`src/common/txmsc_pkg.sv`:
```
// Shared constants and types for the modulation source control block
package txmsc_pkg;
  // ---------------------------------------------------------------------------
  // Device register map
  // ---------------------------------------------------------------------------
  localparam logic [6:0] TXMSC_A_STATUS   = 7'h03;
  localparam logic [6:0] TXMSC_A_OPMODE   = 7'h07;
  localparam logic [6:0] TXMSC_A_MODCTL   = 7'h71;
  localparam logic [6:0] TXMSC_A_BUFFER   = 7'h7F;
  localparam logic [7:0] TXMSC_MODCTL_RST = 8'h23;
  localparam logic [7:0] TXMSC_OP_MASK    = 8'h0E;
  localparam int         TXMSC_TRCLK_LSB  = 6;
  localparam int         TXMSC_DTMOD_LSB  = 4;
  localparam int         TXMSC_INV_BIT    = 3;
  localparam int         TXMSC_MODTYP_LSB = 0;
  localparam int         TXMSC_OP_TXON    = 3;
  localparam int         TXMSC_OP_RXON    = 2;
  localparam int         TXMSC_OP_PLLON   = 1;
  localparam int         TXMSC_ST_PKSENT  = 2;
  localparam int         TXMSC_ST_PKVALID = 1;
  localparam int         TXMSC_ST_RXERR   = 0;
  localparam logic [8:0] TXMSC_PN_SEED    = 9'h1FF;
  // ---------------------------------------------------------------------------
  // Host register map
  // ---------------------------------------------------------------------------
  localparam logic [1:0] TXMSC_H_DATA     = 2'h0;
  localparam logic [1:0] TXMSC_H_CMD      = 2'h1;
  localparam logic [1:0] TXMSC_H_DIRECT   = 2'h2;
  localparam logic [1:0] TXMSC_H_STATUS   = 2'h3;
  // ---------------------------------------------------------------------------
  // Timing
  // ---------------------------------------------------------------------------
  localparam int TXMSC_CLK_NS        = 50;
  localparam int TXMSC_BIT_NS        = 10000;
  localparam int TXMSC_BIT_CYC       = TXMSC_BIT_NS / TXMSC_CLK_NS;
  localparam int TXMSC_SCLK_HALF_NS  = 400;
  localparam int TXMSC_SCLK_HALF_CYC = TXMSC_SCLK_HALF_NS / TXMSC_CLK_NS;
  // ---------------------------------------------------------------------------
  // Field encodings and states
  // ---------------------------------------------------------------------------
  typedef enum logic [1:0] {MT_CARRIER, MT_OOK, MT_FSK, MT_GFSK} txmsc_mt_e;
  typedef enum logic [1:0] {SRC_GPIO, SRC_SDI, SRC_BUF, SRC_PN} txmsc_src_e;
  typedef enum logic [1:0] {TC_NONE, TC_GPIO, TC_SDO, TC_IRQ} txmsc_tc_e;
  typedef enum logic [1:0] {ST_IDLE, ST_TUNE, ST_TX, ST_RX} txmsc_st_e;
  typedef enum logic [1:0] {H_IDLE, H_RUN, H_END} txmsc_hst_e;
endpackage

```
`src/common/txmsc_if.sv`:
```
// Pins between the transceiver control logic and its host
`timescale 1ns/1ps
interface txmsc_if;
  logic sclk;
  logic sel_n;
  logic sdi;
  logic gpio_data;
  logic sdo;
  logic sdo_oe_n;
  logic gpio_clk;
  logic irq_n;
  logic sdo_line;

  // Released data-out line idles high
  assign sdo_line = sdo_oe_n ? 1'b1 : sdo;

  modport device (input sclk, sel_n, sdi, gpio_data,
                  output sdo, sdo_oe_n, gpio_clk, irq_n);
  modport host (output sclk, sel_n, sdi, gpio_data,
                input sdo_line, gpio_clk, irq_n);
endinterface

```
`src/logic/txmsc_device.sv`:
```
// Device end: modulation type, data source, bit clock and buffered mode control
//
// The address-and-strobe port was left to the implementer.
`timescale 1ns/1ps
module txmsc_device
  import txmsc_pkg::*;
#(
  parameter int DEPTH   = 16,
  parameter int BIT_CYC = TXMSC_BIT_CYC
) (
  input  wire logic       clk_i,
  input  wire logic       rst_n_i,
  txmsc_if.device         lnk,
  input  wire logic [7:0] rx_byte_i,
  input  wire logic       rx_byte_we_i,
  input  wire logic       rx_pkt_ok_i,
  input  wire logic       rx_pkt_err_i,
  output logic            tx_active_o,
  output logic            rx_active_o,
  output logic            synth_on_o,
  output logic [1:0]      mod_type_o,
  output logic            mod_bit_o
);
  localparam int         AW   = $clog2(DEPTH);
  localparam int         CW   = $clog2(BIT_CYC);
  localparam logic [AW:0] FULL = DEPTH[AW:0];

  typedef struct packed {
    logic [3:0][2:0]      sy;
    logic [3:0]           flt;
    logic [7:0]           mdc;
    logic [7:0]           op;
    logic [7:0]           sts;
    txmsc_st_e            st;
    logic                 ret_tune;
    logic [CW-1:0]        bcnt;
    logic [2:0]           sbit;
    logic                 hdr;
    logic                 wr;
    logic [6:0]           addr;
    logic [7:0]           sin;
    logic [7:0]           sout;
    logic                 so;
    logic [DEPTH-1:0][7:0] tbuf;
    logic [DEPTH-1:0][7:0] rbuf;
    logic [AW:0]          tw;
    logic [AW:0]          tr;
    logic [AW:0]          rw;
    logic [AW:0]          rr;
    logic [7:0]           tsh;
    logic [2:0]           tleft;
    logic                 bit_r;
    logic [8:0]           pn;
    logic                 txa;
    logic                 rxa;
    logic                 syn;
    logic [1:0]           mtype;
    logic                 mbit;
    logic                 gclk;
    logic                 sdo;
    logic                 sdo_oe_n;
    logic                 irq_n;
  } txmsc_dev_s;

  txmsc_dev_s r_r;
  txmsc_dev_s r_nxt;
  logic [3:0] pin_v;
  logic [7:0] byte_v;
  logic [7:0] rd_v;
  logic [6:0] rd_a;
  logic       rise;
  logic       fall;
  logic       sel;
  logic       tick;
  logic       tclk;
  logic       src_v;
  logic       direct;
  logic       tx_empty;
  logic       tx_full;
  logic       rx_empty;
  logic       rx_full;
  txmsc_src_e src;
  txmsc_tc_e  tcs;
  txmsc_mt_e  mt;

  // ---------------------------------------------------------------------------
  // Next state
  // ---------------------------------------------------------------------------
  always_comb begin
    r_nxt    = r_r;
    pin_v    = {lnk.gpio_data, lnk.sdi, lnk.sel_n, lnk.sclk};
    byte_v   = {r_r.sin[6:0], r_r.flt[2]};
    rd_a     = r_r.hdr ? byte_v[6:0] : r_r.addr;
    rd_v     = 8'h00;
    tx_empty = (r_r.tw == r_r.tr);
    tx_full  = ((r_r.tw - r_r.tr) == FULL);
    rx_empty = (r_r.rw == r_r.rr);
    rx_full  = ((r_r.rw - r_r.rr) == FULL);
    tick     = (r_r.st == ST_TX) && (r_r.bcnt == '0);
    tclk     = (r_r.bcnt >= CW'(BIT_CYC / 2));
    src      = txmsc_src_e'(r_r.mdc[TXMSC_DTMOD_LSB +: 2]);
    tcs      = txmsc_tc_e'(r_r.mdc[TXMSC_TRCLK_LSB +: 2]);
    mt       = txmsc_mt_e'(r_r.mdc[TXMSC_MODTYP_LSB +: 2]);
    direct   = (src == SRC_GPIO) || (src == SRC_SDI);
    case (src)
      SRC_GPIO: src_v = r_r.flt[3];
      SRC_SDI:  src_v = r_r.flt[1] ? r_r.flt[2] : r_r.bit_r;
      default:  src_v = r_r.bit_r;
    endcase
    // Pin inputs: three stages, a change counts once stages two and three agree
    for (int i = 0; i < 4; i++) begin
      r_nxt.sy[i] = {r_r.sy[i][1:0], pin_v[i]};
      if (r_r.sy[i][1] == r_r.sy[i][2]) begin
        r_nxt.flt[i] = r_r.sy[i][2];
      end
    end
    rise = r_nxt.flt[0] & ~r_r.flt[0];
    fall = ~r_nxt.flt[0] & r_r.flt[0];
    sel  = ~r_r.flt[1];

    // -------------------------------------------------------------------------
    // Serial register port
    // -------------------------------------------------------------------------
    if (!sel) begin
      r_nxt.sbit = 3'd0;
      r_nxt.hdr  = 1'b1;
    end else if (rise) begin
      r_nxt.sin  = byte_v;
      r_nxt.sbit = r_r.sbit + 3'd1;
      if (r_r.sbit == 3'd7) begin
        r_nxt.hdr = 1'b0;
        if (r_r.hdr) begin
          r_nxt.wr   = byte_v[7];
          r_nxt.addr = byte_v[6:0];
        end
        if (r_r.hdr ? !byte_v[7] : !r_r.wr) begin
          case (rd_a)
            TXMSC_A_STATUS: begin
              rd_v      = r_r.sts;
              r_nxt.sts = 8'h00;
            end
            TXMSC_A_OPMODE: rd_v = r_r.op;
            TXMSC_A_MODCTL: rd_v = r_r.mdc;
            TXMSC_A_BUFFER: begin
              if (!rx_empty) begin
                rd_v     = r_r.rbuf[r_r.rr[AW-1:0]];
                r_nxt.rr = r_r.rr + 1'b1;
              end
            end
            default: rd_v = 8'h00;
          endcase
          r_nxt.sout = rd_v;
        end else if (!r_r.hdr) begin
          case (r_r.addr)
            TXMSC_A_MODCTL: r_nxt.mdc = byte_v;
            TXMSC_A_OPMODE: begin
              r_nxt.op       = byte_v & TXMSC_OP_MASK;
              r_nxt.ret_tune = byte_v[TXMSC_OP_PLLON];
              r_nxt.bcnt     = '0;
              r_nxt.tleft    = 3'd0;
              if (byte_v[TXMSC_OP_TXON]) begin
                r_nxt.st = ST_TX;
              end else if (byte_v[TXMSC_OP_RXON]) begin
                r_nxt.st = ST_RX;
              end else if (byte_v[TXMSC_OP_PLLON]) begin
                r_nxt.st = ST_TUNE;
              end else begin
                r_nxt.st = ST_IDLE;
              end
            end
            TXMSC_A_BUFFER: begin
              if (!tx_full) begin
                r_nxt.tbuf[r_r.tw[AW-1:0]] = byte_v;
                r_nxt.tw                  = r_r.tw + 1'b1;
              end
            end
            default: ;
          endcase
        end
      end
    end else if (fall) begin
      r_nxt.so   = r_r.sout[7];
      r_nxt.sout = {r_r.sout[6:0], 1'b0};
    end

    // -------------------------------------------------------------------------
    // Transmit bit engine
    // -------------------------------------------------------------------------
    if (r_r.st == ST_TX) begin
      r_nxt.bcnt = tick ? CW'(BIT_CYC - 1) : r_r.bcnt - 1'b1;
      if (tick) begin
        case (src)
          SRC_PN: begin
            r_nxt.bit_r = r_r.pn[8];
            r_nxt.pn    = {r_r.pn[7:0], r_r.pn[8] ^ r_r.pn[4]};
          end
          SRC_BUF: begin
            if (r_r.tleft != 3'd0) begin
              r_nxt.bit_r = r_r.tsh[7];
              r_nxt.tsh   = {r_r.tsh[6:0], 1'b0};
              r_nxt.tleft = r_r.tleft - 3'd1;
            end else if (!tx_empty) begin
              r_nxt.bit_r = r_r.tbuf[r_r.tr[AW-1:0]][7];
              r_nxt.tsh   = {r_r.tbuf[r_r.tr[AW-1:0]][6:0], 1'b0};
              r_nxt.tleft = 3'd7;
              r_nxt.tr    = r_r.tr + 1'b1;
            end else begin
              r_nxt.sts[TXMSC_ST_PKSENT] = 1'b1;
              r_nxt.op[TXMSC_OP_TXON]    = 1'b0;
              r_nxt.st = r_r.ret_tune ? ST_TUNE : ST_IDLE;
            end
          end
          default: begin
            if (tcs != TC_NONE) begin
              r_nxt.bit_r = src_v;
            end
          end
        endcase
      end
      if (direct && tcs == TC_NONE && mt == MT_FSK) begin
        r_nxt.bit_r = src_v;
      end
    end

    // -------------------------------------------------------------------------
    // Receive side
    // -------------------------------------------------------------------------
    if (r_r.st == ST_RX) begin
      if (rx_byte_we_i && !rx_full && src == SRC_BUF) begin
        r_nxt.rbuf[r_r.rw[AW-1:0]] = rx_byte_i;
        r_nxt.rw                  = r_r.rw + 1'b1;
      end
      if (rx_pkt_err_i) begin
        r_nxt.sts[TXMSC_ST_RXERR] = 1'b1;
      end
      if (rx_pkt_ok_i) begin
        r_nxt.sts[TXMSC_ST_PKVALID] = 1'b1;
        if (src == SRC_BUF) begin
          r_nxt.op[TXMSC_OP_RXON] = 1'b0;
          r_nxt.st = r_r.op[TXMSC_OP_PLLON] ? ST_TUNE : ST_IDLE;
        end
      end
    end

    // -------------------------------------------------------------------------
    // Registered outputs
    // -------------------------------------------------------------------------
    r_nxt.txa   = (r_nxt.st == ST_TX);
    r_nxt.rxa   = (r_nxt.st == ST_RX);
    r_nxt.syn   = (r_nxt.st != ST_IDLE);
    r_nxt.mtype = r_r.mdc[TXMSC_MODTYP_LSB +: 2];
    r_nxt.mbit  = (r_r.st == ST_TX) && (mt != MT_CARRIER) &&
                  (r_r.bit_r ^ r_r.mdc[TXMSC_INV_BIT]);
    r_nxt.gclk  = (r_r.st == ST_TX) && (tcs == TC_GPIO) && tclk;
    if (sel) begin
      r_nxt.sdo      = r_r.so;
      r_nxt.sdo_oe_n = 1'b0;
    end else if (r_r.st == ST_TX && tcs == TC_SDO) begin
      r_nxt.sdo      = tclk;
      r_nxt.sdo_oe_n = 1'b0;
    end else begin
      r_nxt.sdo      = 1'b1;
      r_nxt.sdo_oe_n = 1'b1;
    end
    r_nxt.irq_n = (r_r.st == ST_TX && tcs == TC_IRQ) ? tclk : ~|r_nxt.sts;
  end

  // ---------------------------------------------------------------------------
  // State register
  // ---------------------------------------------------------------------------
  always_ff @(posedge clk_i) begin
    if (!rst_n_i) begin
      r_r          <= '0;
      r_r.sy[1]    <= 3'b111;
      r_r.flt[1]   <= 1'b1;
      r_r.mdc      <= TXMSC_MODCTL_RST;
      r_r.hdr      <= 1'b1;
      r_r.pn       <= TXMSC_PN_SEED;
      r_r.sdo      <= 1'b1;
      r_r.sdo_oe_n <= 1'b1;
      r_r.irq_n    <= 1'b1;
      r_r.mtype    <= TXMSC_MODCTL_RST[1:0];
    end else begin
      r_r <= r_nxt;
    end
  end

  assign lnk.sdo      = r_r.sdo;
  assign lnk.sdo_oe_n = r_r.sdo_oe_n;
  assign lnk.gpio_clk = r_r.gclk;
  assign lnk.irq_n    = r_r.irq_n;
  assign tx_active_o  = r_r.txa;
  assign rx_active_o  = r_r.rxa;
  assign synth_on_o   = r_r.syn;
  assign mod_type_o   = r_r.mtype;
  assign mod_bit_o    = r_r.mbit;

endmodule // txmsc_device

```
`src/flat_wrapper.sv`:
```
// flat-port wrapper written by rule: the top's interface ports become plain ports
module txmsc_device_flat import txmsc_pkg::*;
#(
  parameter int DEPTH   = 16,
  parameter int BIT_CYC = TXMSC_BIT_CYC
)
  (clk_i, rst_n_i, rx_byte_i, rx_byte_we_i, rx_pkt_ok_i, rx_pkt_err_i, tx_active_o, rx_active_o, synth_on_o, mod_type_o, mod_bit_o, lnk_sclk, lnk_sel_n, lnk_sdi, lnk_gpio_data, lnk_sdo, lnk_sdo_oe_n, lnk_gpio_clk, lnk_irq_n);
  txmsc_if lnk_i ();
  input  wire logic clk_i;
  input  wire logic rst_n_i;
  input  wire logic [7:0] rx_byte_i;
  input  wire logic rx_byte_we_i;
  input  wire logic rx_pkt_ok_i;
  input  wire logic rx_pkt_err_i;
  output logic tx_active_o;
  output logic rx_active_o;
  output logic synth_on_o;
  output logic [1:0] mod_type_o;
  output logic mod_bit_o;
  input wire logic [$bits(lnk_i.sclk)-1:0] lnk_sclk;
  input wire logic [$bits(lnk_i.sel_n)-1:0] lnk_sel_n;
  input wire logic [$bits(lnk_i.sdi)-1:0] lnk_sdi;
  input wire logic [$bits(lnk_i.gpio_data)-1:0] lnk_gpio_data;
  output wire logic [$bits(lnk_i.sdo)-1:0] lnk_sdo;
  output wire logic [$bits(lnk_i.sdo_oe_n)-1:0] lnk_sdo_oe_n;
  output wire logic [$bits(lnk_i.gpio_clk)-1:0] lnk_gpio_clk;
  output wire logic [$bits(lnk_i.irq_n)-1:0] lnk_irq_n;
  assign lnk_i.sclk = lnk_sclk;
  assign lnk_i.sel_n = lnk_sel_n;
  assign lnk_i.sdi = lnk_sdi;
  assign lnk_i.gpio_data = lnk_gpio_data;
  assign lnk_sdo = lnk_i.sdo;
  assign lnk_sdo_oe_n = lnk_i.sdo_oe_n;
  assign lnk_gpio_clk = lnk_i.gpio_clk;
  assign lnk_irq_n = lnk_i.irq_n;
  txmsc_device #(.DEPTH(DEPTH), .BIT_CYC(BIT_CYC)) u_core (.clk_i(clk_i), .rst_n_i(rst_n_i), .lnk(lnk_i), .rx_byte_i(rx_byte_i), .rx_byte_we_i(rx_byte_we_i), .rx_pkt_ok_i(rx_pkt_ok_i), .rx_pkt_err_i(rx_pkt_err_i), .tx_active_o(tx_active_o), .rx_active_o(rx_active_o), .synth_on_o(synth_on_o), .mod_type_o(mod_type_o), .mod_bit_o(mod_bit_o));
endmodule
```
`config.mk`:
```
export PLATFORM = sky130hd
export DESIGN_NAME = txmsc_device_flat
export DESIGN_NICKNAME = d
export VERILOG_FILES = /design/src/common/txmsc_pkg.sv /design/src/common/txmsc_if.sv /design/src/logic/txmsc_device.sv /design/src/flat_wrapper.sv
export SDC_FILE = /design/constraint.sdc
export NUM_CORES = 1
export LEC_CHECK = 0
export BUFFER_PORTS_ARGS = -buffer_cell sky130_fd_sc_hd__buf_2
export CORE_MARGIN = 1.5
export CORE_UTILIZATION = 33
export DETAILED_ROUTE_END_ITERATION = 6
export PLACE_DENSITY = 0.48
export SLEW_MARGIN = 20
export SYNTH_ARGS = -nofsm -noshare
export SYNTH_HDL_FRONTEND = slang
export SYNTH_SLANG_ARGS = --single-unit
```
`constraint.sdc`:
```
create_clock -name clk_i -period 4.23 [get_ports clk_i]
set_input_delay 0 -clock clk_i [delete_from_list [all_inputs] [get_ports clk_i]]
set_output_delay 0 -clock clk_i [all_outputs]
set_load 0.05 [all_outputs]
```
Word-level counts from Yosys, hierarchy flattened
Cells that the tools add are included.
{"block": "classes", "reduce_logical": 48, "n_addsub": 9, "n_eq_ne": 34, "mux": 81, "bitwise_logic": 15, "order_cmp": 7}
{"cell": "128-bit bitwise mux", "n": 2}
{"cell": "8-bit two-way mux", "n": 13}
{"cell": "8-bit binary-select mux with 4-bit select", "n": 2}
{"cell": "8-bit demux with 4-bit select", "n": 2}
{"cell": "23-bit two-way mux", "n": 2}
{"cell": "43-bit two-way mux", "n": 1}
{"cell": "11-bit two-way mux", "n": 3}
{"cell": "8-bit case mux with 4 select lines", "n": 1}
{"cell": "7-bit == test, second input constant", "n": 4}
{"cell": "9-bit two-way mux", "n": 3}
{"cell": "13-bit two-way mux", "n": 2}
{"cell": "12-bit two-way mux", "n": 2}
{"cell": "6-bit AND reduction", "n": 4}
{"cell": "1-bit two-way mux", "n": 23}
{"cell": "2-bit two-way mux", "n": 11}
{"cell": "3-bit two-way mux", "n": 7}
{"cell": "5-bit by 1-bit adder with 5-bit output, second input constant", "n": 4}
{"cell": "4-bit by 5-bit less-than comparator with 1-bit output, second input constant", "n": 4}
{"cell": "2-bit == test, second input constant", "n": 9}
{"cell": "4-bit two-way mux", "n": 4}
{"cell": "4-bit AND reduction", "n": 4}
{"cell": "2-bit nonzero test", "n": 8}
{"cell": "7-bit by 3-bit == test with 1-bit output, second input constant", "n": 2}
{"cell": "1-bit logical AND", "n": 13}
{"cell": "other kinds (31)", "n": 64}
{"block": "totals", "register_bits": 381, "input_bits": 17, "output_inout_bits": 10}

Longest topological paths before layout
Gate-level depths: netlist of run 1.
{"block": "depth", "word_depth": 20, "mapped_depth": 11, "depth_no_buf": 8}

Least setup slack after synthesis of run 1
OpenSTA, ideal clock, no wires.
{"block": "synth_timing", "path_kind": "reg-to-reg", "startpoint": "register u_core.r_r[33] (netlist name)", "endpoint": "register u_core.r_r[115] (netlist name)", "arrival_ns": 2.991, "stages_incl_launch_ff": 11, "t_required_ns": 4.154, "path_buffers": 3, "path_slack_ns": 1.163, "setup_time_ns": 0.076, "cell_sequence": "dfxtp_1 > clkbuf_1 > clkbuf_1 > inv_2 > ha_1 > a2111oi_0 > o211a_1 > o2111ai_1 > clkbuf_1 > nand3_1 > mux2i_1"}
{"block": "synth_between", "elab_chain_cells": 6}
{"element": "start, declared", "line": "txmsc_device.sv:65", "text": "txmsc_dev_s r_r;"}
{"element": "start signal, assigned", "line": "txmsc_device.sv:284", "text": "r_r <= r_nxt;"}
{"element": "5-bit subtractor", "line": "txmsc_device.sv:98", "text": "rx_full = ((r_r.rw - r_r.rr) == FULL);"}
{"element": "5-bit == test", "line": "txmsc_device.sv:98"}
{"element": "1-bit logical NOT", "line": "txmsc_device.sv:229", "text": "if (rx_byte_we_i && !rx_full && src == SRC_BUF) begin"}
{"element": "1-bit logical AND (2 in a row)", "line": "txmsc_device.sv:229"}
{"element": "2-bit AND reduction (no source line)"}
No other way between the ends.
A chain may end at the register's enable or synchronous reset.

Final worst setup path of run 1
{"block": "layout_timing", "startpoint": "register u_core.r_r[34] (netlist name)", "endpoint": "register u_core.r_r[314] (netlist name)"}
{"block": "layout_between", "elab_chain_cells": 7, "elab_cells_between_ends": 8}
{"element": "8-bit binary-select mux with 4-bit select", "line": "txmsc_device.sv:146", "text": "rd_v = r_r.rbuf[r_r.rr[AW-1:0]];"}
{"element": "8-bit two-way mux (implied by the code)", "line": "txmsc_device.sv:146"}
{"element": "8-bit two-way mux (*)", "line": "txmsc_device.sv:145", "text": "if (!rx_empty) begin"}
{"element": "8-bit case mux with 4 select lines (*)", "line": "txmsc_device.sv:137", "text": "case (rd_a)"}
{"element": "8-bit two-way mux (*)", "line": "txmsc_device.sv:136", "text": "if (r_r.hdr ? !byte_v[7] : !r_r.wr) begin"}
{"element": "8-bit two-way mux (*)", "line": "txmsc_device.sv:130", "text": "if (r_r.sbit == 3'd7) begin"}
{"element": "8-bit two-way mux (*)", "line": "txmsc_device.sv:127", "text": "end else if (rise) begin"}
Every way passes the cells marked *; elsewhere a longest branch is shown, timed or not. The select of a mux whose other input is x is not followed.

==> metrics.yaml, run 1 <==
yosys:
  yosys.area_share.simple_pct: 18.23
  synthAdderAreaFrac_pct: 1.770
  yosysWarnings: 0
  synth_top_area_cell: "dfxtp_1"
  synth_area_um2: 16970
  synth-edff-count: 0
  ys.flop_type: "dfxtp_1"
  synth_nets: 1792
  synth_compound_area_share_pct: 5.701
  synth.area.mux_share_pct: 25.56
  synth_top_family_by_area: "multiplexers"
  synth.most_common_cell: "nand2_1"
  synth_cell_types: 64
  async_flop_share_pct: 0
  ys_top_cells_by_count: "nand2_1, dfxtp_1, mux2i_1"
  synth.top_cell.area_share_pct: 44.72
  yosys.area_share.xor_xnor_pct: 0.6195
  synth.avg_cell_area_um2: 9.689
  yosys-top-cells-area: "dfxtp_1, mux2i_1, nand2_1"
  synth_seq_cells: 379
  synth-seq-area-share_pct: 44.72
  synthCells: 1751
detailed_routing:
  dr_total_vias: 12602
  drt_iter0_drc: 763
  via_per_inst: 5.177
  post_drt_wl_per_cell_um: 18.36
  drc: 0
  first_pass_iters: 5
  drt_wl_total_um: 44690
  ant_nets: 0
layout:
  fill_cells: 5071
  final_area_um2: 19220
  multi_input_comb_area_um2: 8830
  nets: 1770
  ff_latch_area_um2: 7590
  layout-drive-gt1-share_pct: 11.13
  syn_to_final_growth_pct: 13.30
sta:
  fmax_mhz: 284.8
  drv_slew: 0
  finClkSkew_ns: 0.03605
  setup_viol: 0
  rsz0062_at_grt: "no"
  post-route-min-period_ns: 3.511
  setup_slack_ns: 0.7188
  relSlewSlack_pct: 29.92
  min_period_over_period_pct: 83.01
  setup_tns_ns: 0
  tightestPinTransition_ns: 1.025
  finalHoldViolCount: 0
power:
  vdd_ir_drop_max_mv: 0.2371
  p_total_mw: 7.576
  swShare_pct: 21.54
  power_switching_mw: 1.632
  p_comb_share_pct: 1.6
  p_int_mw: 5.944
  clockPowerShare_pct: 51.2
  seqPwrFrac_pct: 47.2
  p_leak_nw: 8.129
  pwr_density_cell_nw_per_um2: 394.2
floorplanning:
  coreArea_um2: 50480
  die-area_um2: 52780
  initial_core_util_pct: 33.61
  dieHeight_um: 229.7
  die_w_um: 229.7
  row_count: 82
  boundaryPins: 27
critical_path:
  crit_fanout: 12
  slowest_delay_ns: 0.91
  path_class: "reg -> reg"
  path_cells: "inv_1 -> ha_1 -> nand4_1 -> nor2_1 -> a2111oi_0 -> nand2_1 -> a311oi_1 -> a221o_1"
  cp_slowest_cell: "a2111oi_0"
  critPathCaptureType: "flip-flop"
  cp.required_ns: 4.75
  worst_setup_path_start_kind: "flip-flop"
  crit_arrival_ns: 4.03
clock_tree:
  cts_tree: "done"
  clockBufferDepth: 3
  cts-htree-levels: 2
  post-cts-setup-buffers: 0
  path_clk_slew_ns: 0.06
  clockRootBuffer: "clkbuf_16"
  cts.sinks: 379
  cts_made_buffers: 44
  clk_latency_ns: 0.58
global_route:
  grt_pass1_wl_um: 71750
  antenna_found_initial: 0
  overflow: 0
  grt_use_total_pct: 17.08
  grt_max_degree: 133
  grt_pass1_vias: 12576
place:
  port_buffers: 26
  placed_cell_area_um2: 17610
  place_ws_ns: 0.7061
  gp_congestion: 0.8437
  hpwl_um: 27930
run_status:
  status: "completed"
job:
  maxCapViolCount: 0
worst_hold_path:
  hp-class: "in -> reg"
==> area by class of cell <==
cell class | count | share of cell area [%]
well taps | 672 | 4.374
inverters | 21 | 0.4101
clock inverters | 14 | 0.8723
repair buffers | 54 | 2.044
clock buffers | 64 | 6.861
multi-input cells | 1229 | 45.94
diodes | 1 | 0.01302
flip-flops and latches | 379 | 39.49
==> routing by layer <==
metal	track usage, %	routed length (um)
met4	6.087	1348
met5	0	0
met2	27.49	20200
met1	23.35	21570
met3	2.406	1565
==> registers in the layout (all words and copies together) (netlist names) <==
register / flops
u_core.byte_v: 8
u_core.lnk.irq_n: 1
u_core.mt: 2
u_core.r_nxt: 8
u_core.lnk.gpio_clk: 1
u_core.r_r: 351
u_core.lnk.sdo: 1
u_core.mod_bit_o: 1
u_core.synth_on_o: 1
u_core.rx_active_o: 1
u_core.lnk.sdo_oe_n: 1
u_core.mod_type_o: 2
u_core.tx_active_o: 1
==> layout by cell type, fill, tap and decap left out, types with 6 or more instances in the layout <==
cell and count:
dlygate4sd3_1 12, dfxtp_1 377, o21ai_0 32, buf_4 15, xor2_1 6, a22o_1 9, nor4_1 7, buf_2 25
clkinv_2 6, nand2_1 429, nand4_1 25, a21oi_1 47, xnor2_1 6, clkbuf_8 10, nor3_1 14, ha_1 24
or3_1 7, a32o_1 6, clkbuf_1 8, nor2b_1 9, inv_1 16, nand3_1 60, nand3b_1 7, and2_1 11
nor2_1 60, mux4_2 63, mux2i_1 287, nand2b_1 16, clkbuf_16 46, and3_1 31
==> kinds of logic (layout without fill, tap and decap cells) <==
group	count (synthesis)	in the layout
other cells	0	1
fa+ha+maj	24	24
simple gates	694	694
buf+inv	143	153
compound gates	145	145
xor+xnor	12	12
mux	354	354
flops	379	379
==> metrics by stage <==
step           hold slack [ns]  utilization [%]  cells
2_1_floorplan           0.1015                -   1751
3_3_place_gp            0.1934            34.87   2343
3_5_place_dp            0.2054            34.89   2343
4_1_cts                 0.2212            38.07   2433
5_1_grt                 0.2762            38.07   2433
6_report                0.2356            38.08   2434
==> worst max-delay path, delay by kind of cell (launching register included) <==
kind	cells	cell delay (ns)
AOI/OAI and AO/OA	3	1.64
buffers and inverters	1	0.26
adders and majority gates	1	0.42
DFF	1	0.49
and+or+nand+nor	3	0.63
==> what timing repair did <==
item | CTS | global route
hold buffers | 12 | 0
gates resized for setup | 0 | 0
endpoints found under the hold margin | 79 | 0
==> power groups by stage <==
stage | clock network [mW] | registers, mW | logic (mW)
floorplan | 0 | 3.65 | 0.0730
global placement | 0 | 3.66 | 0.113
detailed placement | 0 | 3.66 | 0.114
CTS | 4.00 | 3.58 | 0.123
global route | 4.14 | 3.57 | 0.132
finish | 3.88 | 3.58 | 0.120
==> path summary, 6_finish.rpt <==
| path | from | to | slack (ns) | depth (start not counted) |
|---|---|---|---|---|
| setup reg to reg | u_core.r_r[34] | u_core.r_r[314] | 0.72 | 8 |
| setup / recovery | u_core.r_r[34] | u_core.r_r[314] | 0.72 | 8 |
| hold / removal | rx_byte_i[4] | u_core.r_r[95] | 0.24 | 3 |
| hold reg to reg | u_core.r_nxt[379] | u_core.r_nxt[380] | 0.42 | 1 |
Power figures use the tool's default switching activity.
==> run 2, diff against run 1 <==
PLACE_DENSITY = 0.5   (was 0.48)
clock period = 3.05 ns   (was 4.23 ns; I/O delays follow)
==> run 2 against run 1 <==
Net effect:
- sequential share of layout area is 0.60 points lower
- maximum frequency rose by 26%
- utilization is 0.59 points higher
- critical path type unchanged
- first-iteration DRC count grew 19%
- largest cell class unchanged
- register-to-register slack worse by 0.46 ns
- cell area is 1.5% higher
- highest routed layer unchanged
- critical endpoint is now u_core.r_r[312]
- clock-buffer cell count decreased by 2
==> metrics.yaml, run 2 (synthesis gave the netlist of run 1 again) <==
run_status:
  status: "completed"
detailed_routing:
  drt_iter0_drc: 906
  via_per_inst: 5.200
  dr_total_vias: 12917
  ant_nets: 0
  wl_met1_um: 21890
  post_drt_wl_per_cell_um: 18.18
  first_pass_iters: 6
  met2_length_um: 20160
  top_layer: "met4"
  wl_met3_um: 2051
  drc: 0
  drt_wl_total_um: 45160
critical_path:
  slowest_delay_ns: 0.69
  path_class: "reg -> reg"
  critPathCaptureType: "flip-flop"
  crit_family: "compound AO/OA/AOI/OAI gates"
  cp.required_ns: 3.56
  cp_num_buf_inv: 1
  worst_setup_path_start_kind: "flip-flop"
  cp_slowest_cell: "a2111oi_0"
  path_cells: "inv_1 -> ha_1 -> nand4_1 -> nor2_1 -> a2111oi_0 -> nand2_1 -> a311oi_1 -> a221o_1"
  crit_fanout: 9
  crit_arrival_ns: 3.30
power:
  p_int_mw: 8.028
  p_comb_share_pct: 1.6
  pwr_density_cell_nw_per_um2: 529.8
  clockPowerShare_pct: 50.4
  seqPwrFrac_pct: 48.0
  p_total_mw: 10.34
  power_switching_mw: 2.312
  vdd_ir_drop_max_mv: 0.3505
  p_leak_nw: 8.320
  swShare_pct: 22.36
layout:
  n_antenna_cell: 0
  layout-drive-gt1-share_pct: 13.41
  largest_register: "u_core.r_r"
  largest_reg_flops: 351
  nets: 1821
  utilization_pct: 38.66
  mostFrequentLayoutCells: "nand2_1, dfxtp_1, mux2i_1"
  layout_commonest_cell: "nand2_1"
  syn_to_final_growth_pct: 15.04
clock_tree:
  clockBufferDepth: 3
  cts_tree: "done"
  cts-htree-levels: 2
  clk_latency_ns: 0.58
  path_clk_slew_ns: 0.06
  clockRootBuffer: "clkbuf_16"
  ctsResizeCount: 0
  cts.sinks: 379
  cts_made_buffers: 44
sta:
  rsz0062_at_grt: "no"
  fmax_mhz: 357.8
  drv_slew: 0
  min_period_over_period_pct: 91.63
  setup_viol: 0
  post-route-min-period_ns: 2.795
  finalHoldViolCount: 0
  relSlewSlack_pct: 47.27
  finClkSkew_ns: 0.02143
  setup_tns_ns: 0
  tightestPinTransition_ns: 0.7910
floorplanning:
  die_w_um: 229.7
  die-area_um2: 52780
  dieHeight_um: 229.7
  initial_core_util_pct: 33.61
  row_count: 82
  coreArea_um2: 50480
  boundaryPins: 27
global_route:
  grt_use_total_pct: 17.10
  overflow: 0
  grt_max_degree: 88
  antenna_found_initial: 0
  grt_pass1_vias: 12633
  grt_pass1_wl_um: 71600
place:
  gp_congestion: 0.7954
  port_buffers: 26
  hpwl_um: 29700
job:
  maxCapViolCount: 0
worst_hold_path:
  hp-class: "in -> reg"
==> run 2: changes by cell type in the layout (fill, tap and decap cells not counted), sizes merged <==
| cell | before | now |
|---|---|---|
| buf | 42 | 93 |
| clkinv | 10 | 13 |
| clkbuf | 64 | 62 |
| bufinv | 3 | 2 |
| clkinvlp | 3 | 2 |
| diode | 1 | 0 |
| inv | 19 | 20 |
==> run 2: power groups by stage <==
stage / Clock (mW) / Combinational, mW / Sequential, mW
2_1_floorplan: 0 / 0.101 / 5.07
3_3_place_gp: 0 / 0.154 / 5.07
3_5_place_dp: 0 / 0.155 / 5.07
4_1_cts: 5.37 / 0.167 / 4.96
5_1_grt: 5.58 / 0.180 / 4.96
6_report: 5.22 / 0.164 / 4.96
==> run 2: path summary, 6_finish.rpt <==
| check | startpoint | end | slack, ns | cells after the start |
|---|---|---|---|---|
| worst min-delay path | rx_byte_i[3] | u_core.r_r[102] | 0.12 | 3 |
| worst min register to register | u_core.r_nxt[379] | u_core.r_nxt[380] | 0.41 | 1 |
| worst max-delay path | u_core.r_r[34] | u_core.r_r[312] | 0.26 | 8 |
| worst max register to register | u_core.r_r[34] | u_core.r_r[312] | 0.26 | 8 |
==> run 2: cell type report <==
type | instances | area, um2
fill | 5065 | 30960
sequential | 379 | 7590
clock buffer | 62 | 1249
timing repair buffer | 105 | 775.7
tap | 672 | 840.8
clock inverter | 16 | 165.2
inverter | 21 | 78.83
multi-input combinational | 1229 | 8817
==> run 2: per-layer routing <==
layer | track usage (%) | vias up
met5 | 0 | -
met4 | 5.392 | 0
met3 | 2.716 | 63
met2 | 26.68 | 259
met1 | 24.13 | 6386
li1 | - | 6209
==> run 2: repair_timing <==
| action | in CTS | in global routing |
|---|---|---|
| hold endpoints to repair | 74 | 0 |
| buffers inserted | 0 | 0 |
| hold buffers | 12 | 0 |
==> run 2: worst min-delay path, stage by stage <==
cell and delay, ns:
buf_2 0.08, nand2_1 0.33, mux2i_1 0.24
==> run 2: per-stage QoR <==
step / hold slack [ns] / cells / setup slack (ns) / cell area, um2
finish: 0.1213 / 2484 / 0.2553 / 19520
global route: 0.1597 / 2484 / 0.08539 / 19520
CTS: 0.1278 / 2484 / 0.2853 / 19520
detailed placement: 0.2009 / 2394 / 0.2993 / 17980
global placement: 0.1951 / 2394 / 0.4236 / 17980
floorplan: 0.1015 / 1751 / -0.01722 / 16970
==> run 3, diff against run 2 <==
RECOVER_POWER = 50   (was unset)
TNS_END_PERCENT = 30   (was unset)
==> run 3 against run 2 <==
Net effect:
- the flow now finishes with violations (max-capacitance violations, max-slew violations)
- cell count did not move
- sequential share of layout area rose by 0.21 points
- global-route usage did not move
- cell area fell by 0.54%
- flip-flop and latch count did not move
- via count barely moved
- first-iteration DRC count fell by 6.2%
- clock power barely moved
- worst hold slack improved by 0.0077 ns
- sequential power barely moved
- combinational power barely moved
- critical path type unchanged
- critical endpoint is now u_core.r_r[182]
==> metrics.yaml, run 3 (synthesis gave the netlist of run 1 again) <==
sta:
  post-route-min-period_ns: 2.813
  finalHoldViolCount: 0
  drv_slew: 30
  setup_slack_ns: 0.2366
  tightestPinTransition_ns: 1.570
  fmax_mhz: 355.4
  min_period_over_period_pct: 92.24
  relSlewSlack_pct: -4.635
  rsz0062_at_grt: "no"
  finClkSkew_ns: 0.02162
  setup_viol: 0
clock_tree:
  cts_made_buffers: 44
  path_clk_slew_ns: 0.06
  clk_latency_ns: 0.58
  clockBufferDepth: 3
  clockRootBuffer: "clkbuf_16"
  cts_tree: "done"
  post-cts-setup-buffers: 0
  ctsResizeCount: 0
  cts-htree-levels: 2
  cts.sinks: 379
layout:
  layout-drive-gt1-share_pct: 12.03
  finalNonFillerCells: 2484
  nets: 1821
  syn_to_final_growth_pct: 14.41
  layout_commonest_cell: "nand2_1"
  n_antenna_cell: 0
  largest_reg_flops: 351
  mostFrequentLayoutCells: "nand2_1, dfxtp_1, mux2i_1"
  largest_register: "u_core.r_r"
  final_area_um2: 19410
floorplanning:
  initial_core_util_pct: 33.61
  die-area_um2: 52780
  boundaryPins: 27
  die_w_um: 229.7
  row_count: 82
  coreArea_um2: 50480
  dieHeight_um: 229.7
run_status:
  status: "complete, but fails checks"
  violations: "max-capacitance violations, max-slew violations"
critical_path:
  crit_top_cell: "nand4_1"
  cp-startpoint: "u_core.r_r[44]"
  cp.required_ns: 3.54
  cp_slowest_cell: "dfxtp_1"
  path_class: "reg -> reg"
  crit_arrival_ns: 3.30
  slowest_delay_ns: 0.62
  r2r_start: "u_core.r_r[44]"
  path_cells: "inv_1 -> ha_1 -> nor3_1 -> nand4_1 -> clkbuf_1 -> nand4_1 -> clkbuf_2 -> mux2i_1"
  worst_setup_path_start_kind: "flip-flop"
  critPathCaptureType: "flip-flop"
  crit_fanout: 9
power:
  vdd_ir_drop_max_mv: 0.3513
  pwr_density_cell_nw_per_um2: 532.7
  p_leak_nw: 8.222
detailed_routing:
  drc: 0
  drt_wl_total_um: 45110
  ant_nets: 0
  first_pass_iters: 7
  via_per_inst: 5.197
  dr_total_vias: 12910
  post_drt_wl_per_cell_um: 18.16
  drt_iter0_drc: 850
place:
  port_buffers: 26
  gp_congestion: 0.7954
  place_inst: 2394
  hpwl_um: 29700
  placed_cell_area_um2: 17980
  place_ws_ns: 0.2993
global_route:
  grt_pass1_wl_um: 71600
  overflow: 0
  grt_use_total_pct: 17.10
  grt_max_degree: 88
  grt_pass1_vias: 12633
  antenna_found_initial: 0
worst_hold_path:
  min_from: "rx_byte_i[3]"
  hp-class: "in -> reg"
job:
  maxCapViolCount: 1
==> run 3: cell types whose count changed in the layout (fill, tap and decap cells not counted), moves of 2 or more <==
cell | previous run | this run
or2_0 | 0 | 2
buf_2 | 25 | 15
and2_1 | 11 | 9
buf_4 | 66 | 41
clkbuf_2 | 0 | 14
clkbuf_1 | 10 | 31
and2_0 | 0 | 2
==> run 3: worst paths after layout <==
check | to | slack (ns) | cells after the start
setup reg to reg | u_core.r_r[182] | 0.24 | 8
hold reg to reg | u_core.r_nxt[380] | 0.41 | 1
hold / removal | u_core.r_r[102] | 0.13 | 3
setup / recovery | u_core.r_r[182] | 0.24 | 8
==> run 3: final cells by class <==
type / instances / area, um2
clock buffer: 62 / 1249
clock inverter: 16 / 165.2
fill: 5092 / 31070
inverter: 21 / 78.83
multi-input combinational: 1229 / 8800
sequential: 379 / 7590
tap: 672 / 840.8
timing repair buffer: 105 / 686.9
==> run 3: critical path: cells and delay by family, from the launching register on <==
family / cells / cell delay, ns
buf+inv: 3 / 0.81
simple gates: 3 / 0.69
flops: 1 / 0.62
fa+ha+maj: 1 / 0.36
mux: 1 / 0.24
==> run 3: metrics by stage <==
| step | util (%) | TNS (ns) | hold WS, ns | total power [mW] |
|---|---|---|---|---|
| 2_1_floorplan | - | -1.100 | 0.1015 | 5.170 |
| 3_3_place_gp | 35.62 | 0 | 0.1951 | 5.224 |
| 3_5_place_dp | 35.62 | 0 | 0.2009 | 5.225 |
| 4_1_cts | 38.66 | 0 | 0.1278 | 10.50 |
| 5_1_grt | 38.45 | 0 | 0.1597 | 10.72 |
| 6_report | 38.45 | 0 | 0.1290 | 10.34 |
==> run 3: routing by layer <==
| metal | global-route usage, % | vias to the layer above | share of wire, % |
|---|---|---|---|
| met3 | 2.716 | 62 | 4.6 |
| met5 | 0 | - | 0 |
| li1 | - | 6224 | - |
| met1 | 24.13 | 6346 | 49 |
| met2 | 26.68 | 278 | 45 |
| met4 | 5.392 | 0 | 2.3 |
==> run 3: power by group <==
part           internal, mW  switching [mW]  total, mW
registers              4.96         0.00349       4.96
clock network          3.03            2.18       5.22
logic                0.0340           0.129      0.163
==> run 3: repair_timing <==
| action | 4_1_cts | 5_1_grt |
|---|---|---|
| endpoints found under the setup margin | 0 | 0 |
| hold endpoints to repair | 74 | 0 |
| hold buffers | 12 | 0 |
